===== src/rtl/sensor_param_pkg.sv =====
// Constants shared by the sensor parameter and diagnostic block and its status memory.
// Assumes one 250 MHz system clock and a plain register port with one-cycle reads.
package sensor_param_pkg;
    // Register offsets (byte addresses).
    localparam logic [9:0] OFS_FILTER_TYPE  = 10'h000;
    localparam logic [9:0] OFS_FILTER_WIN   = 10'h004;
    localparam logic [9:0] OFS_VELOCITY_WIN = 10'h008;
    localparam logic [9:0] OFS_EXTRAP       = 10'h00c;
    localparam logic [9:0] OFS_LINEAR       = 10'h010;
    localparam logic [9:0] OFS_MAGNET_MODE  = 10'h014;
    localparam logic [9:0] OFS_SUPPLY_MODE  = 10'h018;
    localparam logic [9:0] OFS_FLAGS1       = 10'h01c;
    localparam logic [9:0] OFS_FLAGS2       = 10'h020;
    localparam logic [9:0] OFS_FLAGS3       = 10'h024;
    localparam logic [9:0] OFS_OVERRIDE     = 10'h028;
    localparam logic [9:0] OFS_STATUS       = 10'h02c;
    localparam logic [9:0] OFS_PRESET       = 10'h030;
    localparam logic [9:0] OFS_CYCLE_TIME   = 10'h034;
    localparam logic [9:0] STATUS_BASE      = 10'h100;
    localparam logic [9:0] STATUS_END       = 10'h14c;

    localparam logic [4:0]  STATUS_WORDS    = 5'h13;
    localparam logic [31:0] STATUS_COUNT    = 32'h0000_0013;

    // Filter selections.
    localparam logic [1:0] FILTER_NONE = 2'h0;
    localparam logic [1:0] FILTER_FIR  = 2'h1;
    localparam logic [1:0] FILTER_IIR  = 2'h2;

    // Window limits and reset values.
    localparam logic [31:0] WIN_MIN          = 32'h0000_0002;
    localparam logic [31:0] WIN_MAX          = 32'h0000_0010;
    localparam logic [4:0]  FILTER_WIN_RESET = 5'h02;
    localparam logic [4:0]  VEL_WIN_RESET    = 5'h08;

    // Supervision modes; both alarm kinds share the same encoding.
    localparam logic [1:0] SUP_OFF  = 2'h0;
    localparam logic [1:0] SUP_BOTH = 2'h1;
    localparam logic [1:0] SUP_HIGH = 2'h2;
    localparam logic [1:0] SUP_LOW  = 2'h3;

    // Alarm codes.
    localparam logic [15:0] CODE_PARAM  = 16'h0010;
    localparam logic [15:0] CODE_MAGNET = 16'h9100;
    localparam logic [15:0] CODE_V_LOW  = 16'h9110;
    localparam logic [15:0] CODE_V_HIGH = 16'h9111;

    // Option flag bit positions.
    localparam int NEG_PRESET_BIT = 2;
    localparam int OVERRIDE_BIT   = 3;

    // Timing.
    localparam int          CLK_PERIOD_NS  = 4;
    localparam int          MS_NS          = 1000000;
    localparam int          MS_CYCLES      = MS_NS / CLK_PERIOD_NS;
    localparam logic [15:0] MIN_CYCLE_US   = 16'h00fa;
endpackage


===== src/rtl/sensor_param.sv =====
// Parameter registers, option flags, supervision alarms and status readout of the sensor.
// Assumes the register master keeps strobes one cycle long and the alarm taker uses ready.
`timescale 1ns/1ns
module sensor_param #(
    parameter int MS_CYCLES = sensor_param_pkg::MS_CYCLES
) (
    // Clock and reset
    input  wire logic        sys_clk,
    input  wire logic        rst,
    // Register port
    input  wire logic [9:0]  reg_addr,
    input  wire logic [31:0] reg_wdata,
    input  wire logic        reg_write,
    input  wire logic        reg_read,
    output logic      [31:0] reg_rdata,
    // Sensor conditions
    input  wire logic        lin_table_stored,
    input  wire logic        magnets_more,
    input  wire logic        magnets_fewer,
    input  wire logic        supply_high,
    input  wire logic        supply_low,
    // Status word feed
    input  wire logic        status_wr,
    input  wire logic [4:0]  status_idx,
    input  wire logic [31:0] status_data,
    // Alarm message channel
    output logic             alarm_valid,
    input  wire logic        alarm_ready,
    output logic      [15:0] alarm_code,
    // Settings to the measuring path
    output logic      [1:0]  filter_type,
    output logic      [4:0]  filter_window,
    output logic      [4:0]  velocity_window,
    output logic             extrap_on,
    output logic             lin_on,
    output logic      [31:0] preset_value,
    output logic             preset_load,
    output logic      [31:0] profile_override_param
);
    typedef struct packed {
        logic [1:0]  filter_type;
        logic [4:0]  filter_window;
        logic [4:0]  velocity_window;
        logic        extrap;
        logic        lin;
        logic [1:0]  magnet_mode;
        logic [1:0]  supply_mode;
        logic [31:0] flags1;
        logic [31:0] flags2;
        logic [31:0] flags3;
        logic [31:0] override;
        logic [31:0] preset_value;
        logic        preset_load;
        logic        preset_rejected;
        logic [15:0] cycle_time_us;
        logic [3:0]  pending;
        logic [3:0]  cond_prev;
        logic        alarm_busy;
        logic [15:0] alarm_code;
        logic [15:0] last_alarm;
        logic [31:0] rdata;
        logic        rd_mem;
        logic [31:0] ms_div;
        logic [31:0] age_ms;
    } param_state_type;

    param_state_type s;
    param_state_type next_s;

    logic [3:0]  cond;
    logic [3:0]  events;
    logic        param_error;
    logic        in_status;
    logic [9:0]  status_ofs;
    logic [4:0]  status_sel;
    logic [31:0] mem_rdata;

    assign in_status  = reg_addr >= sensor_param_pkg::STATUS_BASE
                        && reg_addr < sensor_param_pkg::STATUS_END && reg_addr[1:0] == 2'h0;
    assign status_ofs = reg_addr - sensor_param_pkg::STATUS_BASE;
    assign status_sel = status_ofs[6:2];

    status_mem u_status_mem (
        .sys_clk (sys_clk),
        .rst     (rst),
        .wr_en   (status_wr),
        .wr_idx  (status_idx),
        .wr_data (status_data),
        .rd_idx  (status_sel),
        .rd_data (mem_rdata)
    );

    function automatic logic [15:0] code_of(input int idx);
        case (idx)
            3:       code_of = sensor_param_pkg::CODE_V_HIGH;
            2:       code_of = sensor_param_pkg::CODE_V_LOW;
            1:       code_of = sensor_param_pkg::CODE_MAGNET;
            default: code_of = sensor_param_pkg::CODE_PARAM;
        endcase
    endfunction

    // Supervised conditions, qualified by their modes; edges become alarm events.
    always_comb begin
        cond[3] = supply_high && (s.supply_mode == sensor_param_pkg::SUP_BOTH
                  || s.supply_mode == sensor_param_pkg::SUP_HIGH);
        cond[2] = supply_low && (s.supply_mode == sensor_param_pkg::SUP_BOTH
                  || s.supply_mode == sensor_param_pkg::SUP_LOW);
        cond[1] = (magnets_more && (s.magnet_mode == sensor_param_pkg::SUP_BOTH
                  || s.magnet_mode == sensor_param_pkg::SUP_HIGH))
                  || (magnets_fewer && (s.magnet_mode == sensor_param_pkg::SUP_BOTH
                  || s.magnet_mode == sensor_param_pkg::SUP_LOW));
        cond[0] = 1'b0;
    end

    always_comb begin
        next_s = s;
        param_error = 1'b0;
        next_s.preset_load = 1'b0;
        next_s.rd_mem = 1'b0;
        next_s.rdata = 32'h0;
        next_s.cond_prev = cond;

        if (reg_write) begin
            case (reg_addr)
                sensor_param_pkg::OFS_FILTER_TYPE: begin
                    if (reg_wdata <= 32'h2) begin
                        next_s.filter_type = reg_wdata[1:0];
                    end else begin
                        param_error = 1'b1;
                    end
                end
                sensor_param_pkg::OFS_FILTER_WIN: begin
                    if (reg_wdata >= sensor_param_pkg::WIN_MIN
                        && reg_wdata <= sensor_param_pkg::WIN_MAX) begin
                        next_s.filter_window = reg_wdata[4:0];
                    end else begin
                        param_error = 1'b1;
                    end
                end
                sensor_param_pkg::OFS_VELOCITY_WIN: begin
                    if (reg_wdata >= sensor_param_pkg::WIN_MIN
                        && reg_wdata <= sensor_param_pkg::WIN_MAX) begin
                        next_s.velocity_window = reg_wdata[4:0];
                    end else begin
                        param_error = 1'b1;
                    end
                end
                sensor_param_pkg::OFS_EXTRAP: begin
                    // Oversampling below the least cycle time would be meaningless.
                    if (reg_wdata[0] && s.cycle_time_us < sensor_param_pkg::MIN_CYCLE_US) begin
                        param_error = 1'b1;
                    end else begin
                        next_s.extrap = reg_wdata[0];
                    end
                end
                sensor_param_pkg::OFS_LINEAR: begin
                    if (reg_wdata[0] && !lin_table_stored) begin
                        param_error = 1'b1;
                    end else begin
                        next_s.lin = reg_wdata[0];
                    end
                end
                sensor_param_pkg::OFS_MAGNET_MODE: begin
                    next_s.magnet_mode = reg_wdata[1:0];
                end
                sensor_param_pkg::OFS_SUPPLY_MODE: begin
                    next_s.supply_mode = reg_wdata[1:0];
                end
                sensor_param_pkg::OFS_FLAGS1: begin
                    // Only bits 2 and 3 steer anything; the rest are stored only.
                    next_s.flags1 = reg_wdata;
                    if (reg_wdata[sensor_param_pkg::OVERRIDE_BIT]) begin
                        next_s.override = s.flags2;
                    end
                end
                sensor_param_pkg::OFS_FLAGS2: begin
                    next_s.flags2 = reg_wdata;
                    if (s.flags1[sensor_param_pkg::OVERRIDE_BIT]) begin
                        next_s.override = reg_wdata;
                    end
                end
                sensor_param_pkg::OFS_FLAGS3: begin
                    next_s.flags3 = reg_wdata;
                end
                sensor_param_pkg::OFS_STATUS: begin
                    if (reg_wdata[16]) begin
                        next_s.preset_rejected = 1'b0;
                    end
                end
                sensor_param_pkg::OFS_PRESET: begin
                    if (reg_wdata[31] && !s.flags1[sensor_param_pkg::NEG_PRESET_BIT]) begin
                        next_s.preset_rejected = 1'b1;
                    end else begin
                        next_s.preset_value = reg_wdata;
                        next_s.preset_load = 1'b1;
                    end
                end
                sensor_param_pkg::OFS_CYCLE_TIME: begin
                    next_s.cycle_time_us = reg_wdata[15:0];
                end
                default: begin
                end
            endcase
        end

        if (reg_read) begin
            if (in_status) begin
                if (status_sel == 5'h00) begin
                    next_s.rdata = sensor_param_pkg::STATUS_COUNT;
                end else if (status_sel == 5'h01) begin
                    next_s.rdata = s.age_ms;
                end else begin
                    next_s.rd_mem = 1'b1;
                end
            end else begin
                case (reg_addr)
                    sensor_param_pkg::OFS_FILTER_TYPE:  next_s.rdata = {30'h0, s.filter_type};
                    sensor_param_pkg::OFS_FILTER_WIN:   next_s.rdata = {27'h0, s.filter_window};
                    sensor_param_pkg::OFS_VELOCITY_WIN: next_s.rdata = {27'h0, s.velocity_window};
                    sensor_param_pkg::OFS_EXTRAP:       next_s.rdata = {31'h0, s.extrap};
                    sensor_param_pkg::OFS_LINEAR:       next_s.rdata = {31'h0, s.lin};
                    sensor_param_pkg::OFS_MAGNET_MODE:  next_s.rdata = {30'h0, s.magnet_mode};
                    sensor_param_pkg::OFS_SUPPLY_MODE:  next_s.rdata = {30'h0, s.supply_mode};
                    sensor_param_pkg::OFS_FLAGS1:       next_s.rdata = s.flags1;
                    sensor_param_pkg::OFS_FLAGS2:       next_s.rdata = s.flags2;
                    sensor_param_pkg::OFS_FLAGS3:       next_s.rdata = s.flags3;
                    sensor_param_pkg::OFS_OVERRIDE:     next_s.rdata = s.override;
                    sensor_param_pkg::OFS_STATUS:
                        next_s.rdata = {13'h0, s.alarm_busy, s.pending[0],
                                        s.preset_rejected, s.last_alarm};
                    sensor_param_pkg::OFS_PRESET:       next_s.rdata = s.preset_value;
                    sensor_param_pkg::OFS_CYCLE_TIME:   next_s.rdata = {16'h0, s.cycle_time_us};
                    default:                            next_s.rdata = 32'h0;
                endcase
            end
        end

        // Fresh status words restart the age; otherwise it counts milliseconds.
        if (status_wr) begin
            next_s.ms_div = 32'h0;
            next_s.age_ms = 32'h0;
        end else if (s.ms_div == 32'(MS_CYCLES - 1)) begin
            next_s.ms_div = 32'h0;
            next_s.age_ms = s.age_ms + 32'h1;
        end else begin
            next_s.ms_div = s.ms_div + 32'h1;
        end

        // Every diagnostic but a rejected preset goes out as a message; a new event beats the clear.
        events = (cond & ~s.cond_prev) | {3'h0, param_error};
        next_s.pending = s.pending | events;
        if (s.alarm_busy) begin
            if (alarm_ready) begin
                next_s.alarm_busy = 1'b0;
            end
        end else if (|s.pending) begin
            for (int i = 0; i < 4; i++) begin
                if (s.pending[i]) begin
                    next_s.alarm_code = code_of(i);
                    next_s.pending = (s.pending & ~(4'h1 << i)) | events;
                end
            end
            next_s.alarm_busy = 1'b1;
            next_s.last_alarm = next_s.alarm_code;
        end
    end

    always_ff @(posedge sys_clk or posedge rst) begin
        if (rst) begin
            s <= '0;
            s.filter_type <= sensor_param_pkg::FILTER_NONE;
            s.filter_window <= sensor_param_pkg::FILTER_WIN_RESET;
            s.velocity_window <= sensor_param_pkg::VEL_WIN_RESET;
            s.magnet_mode <= sensor_param_pkg::SUP_OFF;
            s.supply_mode <= sensor_param_pkg::SUP_OFF;
        end else begin
            s <= next_s;
        end
    end

    assign reg_rdata = s.rd_mem ? mem_rdata : s.rdata;
    assign alarm_valid = s.alarm_busy;
    assign alarm_code = s.alarm_code;
    assign filter_type = s.filter_type;
    assign filter_window = s.filter_window;
    assign velocity_window = s.velocity_window;
    assign extrap_on = s.extrap;
    assign lin_on = s.lin;
    assign preset_value = s.preset_value;
    assign preset_load = s.preset_load;
    assign profile_override_param = s.override;
endmodule // sensor_param


===== src/rtl/status_mem.sv =====
// Nineteen-word status memory with one write port and a registered read port.
// Assumes the writer stays below the word count; other indices are ignored.
`timescale 1ns/1ns
module status_mem (
    // Clock and reset
    input  wire logic        sys_clk,
    input  wire logic        rst,
    // Write side
    input  wire logic        wr_en,
    input  wire logic [4:0]  wr_idx,
    input  wire logic [31:0] wr_data,
    // Read side
    input  wire logic [4:0]  rd_idx,
    output logic      [31:0] rd_data
);
    typedef struct packed {
        logic [18:0][31:0] words;
        logic [31:0]       rd_data;
    } mem_state_type;

    mem_state_type s;
    mem_state_type next_s;

    always_comb begin
        next_s = s;
        if (wr_en && wr_idx < sensor_param_pkg::STATUS_WORDS) begin
            next_s.words[wr_idx] = wr_data;
        end
        next_s.rd_data = (rd_idx < sensor_param_pkg::STATUS_WORDS) ? s.words[rd_idx] : 32'h0;
    end

    always_ff @(posedge sys_clk or posedge rst) begin
        if (rst) begin
            s <= '0;
        end else begin
            s <= next_s;
        end
    end

    assign rd_data = s.rd_data;
endmodule // status_mem


===== config.mk =====
export PLATFORM = sky130hd
export DESIGN_NAME = sensor_param
export DESIGN_NICKNAME = d
export VERILOG_FILES = /design/src/rtl/sensor_param_pkg.sv /design/src/rtl/sensor_param.sv /design/src/rtl/status_mem.sv
export SDC_FILE = /design/constraint.sdc
export NUM_CORES = 2
export LEC_CHECK = 0
export ABC_CLOCK_PERIOD_IN_PS = 61400
export BUFFER_PORTS_ARGS = -buffer_cell sky130_fd_sc_hd__buf_2
export CORE_MARGIN = 2
export CORE_UTILIZATION = 50
export CTS_BUF_LIST = sky130_fd_sc_hd__clkbuf_16
export DETAILED_ROUTE_END_ITERATION = 10
export GPL_TIMING_DRIVEN = 0
export PLACE_DENSITY = 0.76
export SYNTH_ARGS = -nofsm -noshare
export SYNTH_HDL_FRONTEND = slang
export SYNTH_SLANG_ARGS = --single-unit

===== constraint.sdc =====
create_clock -name sys_clk -period 61.4 [get_ports sys_clk]
set_input_delay 3.07 -clock sys_clk [delete_from_list [all_inputs] [get_ports sys_clk]]
set_output_delay 3.07 -clock sys_clk [all_outputs]
set_load 0.01 [all_outputs]

==> impl_summary.txt <==
----------------------------------------------------
[Power and ir drop]
  Max VDD drop ... 0.0279 mV
  Clk network pwr share ... 38.5%
  Part of the power in combinational logic ... 13.0%
  Internal power of the cells ... 1160 µW
  Power density cells ... 31.0 nW/µm²
  Switching power ... between 300 and 400 µW
  Cell leakage power ... 0.0231 µW
  Sequential cell fraction of total power ... 48.5%
  Net Sw Frac ... 24.9%

[Synth]
  Distinct cell type count of the synthesized netlist ... between 70 and 80
  Mean instance size in the synthesized netlist ... ~13 µm²
  Cell count after synthesis ... roughly 3.3k
  Async set-reset flop share out of synthesis ... 100%
  Number of flops mapped to enable cells by yosys ... 0
  Dominant cell type by area after synthesis ... sky130_fd_sc_hd__dfrtp_1
  Top area cells in the synthesized netlist ... sky130_fd_sc_hd__dfrtp_1, sky130_fd_sc_hd__mux2_2, sky130_fd_sc_hd__mux4_2
  Share of Yosys cell area claimed by the top area cell type ... 53.4%
  Mapped Area ... 44100 µm²
  Synth Register Bits ... 944
  Warnings from Yosys ... 0
  Top_reg_cell synth ... sky130_fd_sc_hd__dfrtp_1
  Portion of the post-synthesis area used by sequential elements ... a little over half

[Layout]
  NumNets Final ... 3721
  Area delta synth->final ... 13.0%
  Multi-input gate area in the final layout ... 18600 µm²
  Fraction of layout cells with a size suffix above 1 ... 39.2%
  Filler instances ... 7003
  Layout Cell Area excl Fill ... between 40000 and 50000 µm²
  Core occupancy in the finished layout ... 57.2%
  Sequential cell area ... 23600 µm²

[Placement]
  Worst-case setup slack after placement ... 55.02 ns
  Final GP Congestion ... 0.978
  Number of buffer cells added on primary ports ... between 150 and 200
  Total placed instance area ... 46700 µm²
  HPWL reported at the end of detailed placement ... 89.1 mm

[Clock tree]
  Total CTS buffers ... 97
  Clock tree from TritonCTS ... built
  Worst skew pair latency ... 0.67 ns
  Post-cts hold buffer count ... 0
  Clock transition at path regs ... 0.06 ns
  Setup Buffers After CTS ... 0
  Sink count of the clock tree ... about 940
  Clk root buf ... sky130_fd_sc_hd__clkbuf_16
  Maximum buffer depth of the clock tree ... 3
  Resized cells post-CTS ... 0
  H-tree depth ... 3

[STA]
  Total negative slack for setup checks ... 0 ns
  Final-report hold violation count ... 0
  Max Clk Rate ... 169 MHz
  Max transition margin ... 8.22%
  Worst hold slack after final layout ... 0.442 ns
  Final critical-path required period ... 5.93 ns
  Transition at the pin with the smallest max-transition slack ... 1.37 ns
  Number of setup violations in the final report ... 0
  Minimum setup slack in the final design ... 55.47 ns
  Fin Clk Skew ... around 0.018 ns
  Max Slew Vio Count ... 0
  Unrepaired setup endpoints after global routing ... no
  Portion of the clock cycle consumed by the worst path in the final layout ... 9.65%

[Setup path]
  CP max stage cell ... sky130_fd_sc_hd__a211oi_1
  Type of element capturing the critical path ... register
  Kind of critical path ... input port to register
  Startpoint Class ... input port
  Required @ worst endpoint ... 61.83 ns
  RR Startpoint ... s[50]
  Internal reg-to-reg setup slack ... 58.92 ns
  Cell breakdown of the critical path ... buf_2 > buf_4 > nor4b_4 > clkbuf_1 > a22oi_1 > nor2_1 > a21oi_1 > a211oi_1
  Endpoint of the worst-slack reg-to-reg timing path ... s[23]
  Maximum cell stage delay along the critical path ... approximately 1.1 ns
  Critical-path maximum fanout ... 10
  Reg2Reg Depth ... 6
  Arrival time at the worst endpoint ... 6.36 ns

[Floorplanning]
  Effective utilization at floorplan ... between 50% and 60%
  Floorplan die area ... 90700 µm²
  Floorplan die width ... around 300 µm
  Die Y-Extent ... 301 µm
  Core footprint ... just under 90000 µm²
  Ports placed on the boundary ... around 220
  Number of placement rows ... approximately 110

[Outcome]
  Outcome ... completed

[Detailed routing]
  Detailed-route DRC error count ... 0
  DR vias ... between 20k and 30k
  Vias per cell ... 6.12
  Total wirelength of the detailed-routed design ... 126 mm
  Count of routing violations after the opening detailed-route iteration ... 3072
  Mean routed wirelength per cell ... 26.0 µm
  First-pass DRT Iterations ... 6
  Count of nets left with antenna violations after detail routing ... 0

[Worst hold path]
  Worst min-delay path category ... register to register
  Hold Crit Endpoint ... s[136]
  Worst Min Path Start ... s[132]
  Number of cells on the worst hold path ... 1

[Global route]
  Combined global-route utilization of all metal layers ... 28.0%
  Pin count of the biggest net entering global routing ... approximately 130
  Antenna violations before repair ... 14
  Via count of the first global-routing pass ... 29.9k
  First-pass GRT wire length ... 190 mm
  Congestion Overflow GR ... 0

[Job]
  # Max-Cap Violations ... 0

----------------------------------------------------
-- power groups by stage --
| stage | Combinational, µW | Sequential (µW) | Clock, µW |
|---|---|---|---|
| floorplan | 153 | 746 | 0 |
| CTS | 202 | 749 | 601 |
| finish | 201 | 751 | 596 |
| detailed placement | 200 | 760 | 0 |
| global route | 217 | 759 | 627 |
| global placement | 191 | 759 | 0 |
-- cells in the mapped netlist (all sizes together), types with 27 or more instances --
library cell,count
nor2b,28
nand3,41
mux4,129
mux2,821
nand2,201
o22a,27
o21ai,88
mux2i,78
buf,256
dfrtp,942
clkbuf,114
a211oi,33
a21oi,97
nor2,129
nor4,30
a31oi,37
-- layer usage --
metal  global-route usage (%)  wire length, µm
met1                     37.5            51000
met2                     44.9            60000
met3                     5.64             9540
met4                     11.5             5720
met5                        0               89
-- final cells by class --
| type | count | area share [%] |
|---|---|---|
| buffer | 370 | 3.76 |
| timing repair buffer | 175 | 2.12 |
| antenna | 8 | 0.0401 |
| multi-input combinational | 2012 | 37.2 |
| clock buffer | 100 | 5.02 |
| inverter | 25 | 0.203 |
| tap | 1155 | 2.90 |
| sequential | 944 | 47.4 |
| clock inverter | 77 | 1.37 |
-- cell usage in the layout (no fill, tap or decap), types with 14 or more instances in the layout --
cell type,instances
sky130_fd_sc_hd__dfrtp_1,942
sky130_fd_sc_hd__mux2_2,814
sky130_fd_sc_hd__buf_2,226
sky130_fd_sc_hd__nand2_1,200
sky130_fd_sc_hd__mux4_2,129
sky130_fd_sc_hd__nor2_1,126
sky130_fd_sc_hd__clkbuf_1,114
sky130_fd_sc_hd__buf_4,100
sky130_fd_sc_hd__clkbuf_16,100
sky130_fd_sc_hd__a21oi_1,96
sky130_fd_sc_hd__buf_1,92
sky130_fd_sc_hd__o21ai_0,88
sky130_fd_sc_hd__mux2i_1,78
sky130_fd_sc_hd__inv_1,43
sky130_fd_sc_hd__nand3_1,41
sky130_fd_sc_hd__a31oi_1,37
sky130_fd_sc_hd__a211oi_1,33
sky130_fd_sc_hd__nor2b_1,28
sky130_fd_sc_hd__nor4_1,27
sky130_fd_sc_hd__o22a_1,27
sky130_fd_sc_hd__clkinv_2,27
sky130_fd_sc_hd__and3_1,24
sky130_fd_sc_hd__nor3_1,24
sky130_fd_sc_hd__nand4_1,22
sky130_fd_sc_hd__a22oi_1,21
sky130_fd_sc_hd__xor2_1,17
sky130_fd_sc_hd__a221oi_1,16
sky130_fd_sc_hd__xnor2_1,14
sky130_fd_sc_hd__clkinv_1,14
-- sequential cells by signal, summed over array words and instances, names as in the netlist --
name	cells
alarm_valid	1
extrap_on	1
filter_type	2
filter_window	5
lin_on	1
preset_load	1
preset_value	32
profile_override_param	32
s	224
u_status_mem.rd_data	32
u_status_mem.s	608
velocity_window	5
-- stage by stage --
stage / total power, µW / cells
6_report: 1550 / 4866
4_1_cts: 1550 / 4858
3_3_place_gp: 950 / 4673
2_1_floorplan: 900 / 3351
5_1_grt: 1600 / 4859
3_5_place_dp: 960 / 4681
-- worst max-delay path: cells and delay by family --
family                 cells  cell delay (ns)
buffers and inverters      3             1.14
AOI/OAI and AO/OA          3             1.36
and+or+nand+nor            2             0.77
-- worst max-delay path by stage --
stage | cells after the start | startpoint | end | slack [ns]
6_report | 8 | reg_addr[5] | s[88] | 55.47
5_1_grt | 6 | reg_addr[6] | s[88] | 55.64
2_1_floorplan | 1 | rst | alarm_valid | 31.79
3_5_place_dp | 8 | reg_addr[5] | s[88] | 55.02
4_1_cts | 8 | reg_addr[5] | s[88] | 55.68
3_3_place_gp | 2 | rst | u_status_mem.s[359] | 21.89
-- logic make-up after synthesis --
family,Yosys count,synth area share [%]
mux,1028,29.3
flops,944,53.5
simple gates,550,6.19
buf+inv,395,4.46
compound gates,386,5.72
xor+xnor,31,0.615
fa+ha+maj,6,0.170
other cells,1,0.00850
No activity file was read; power rests on OpenSTA's default activity.
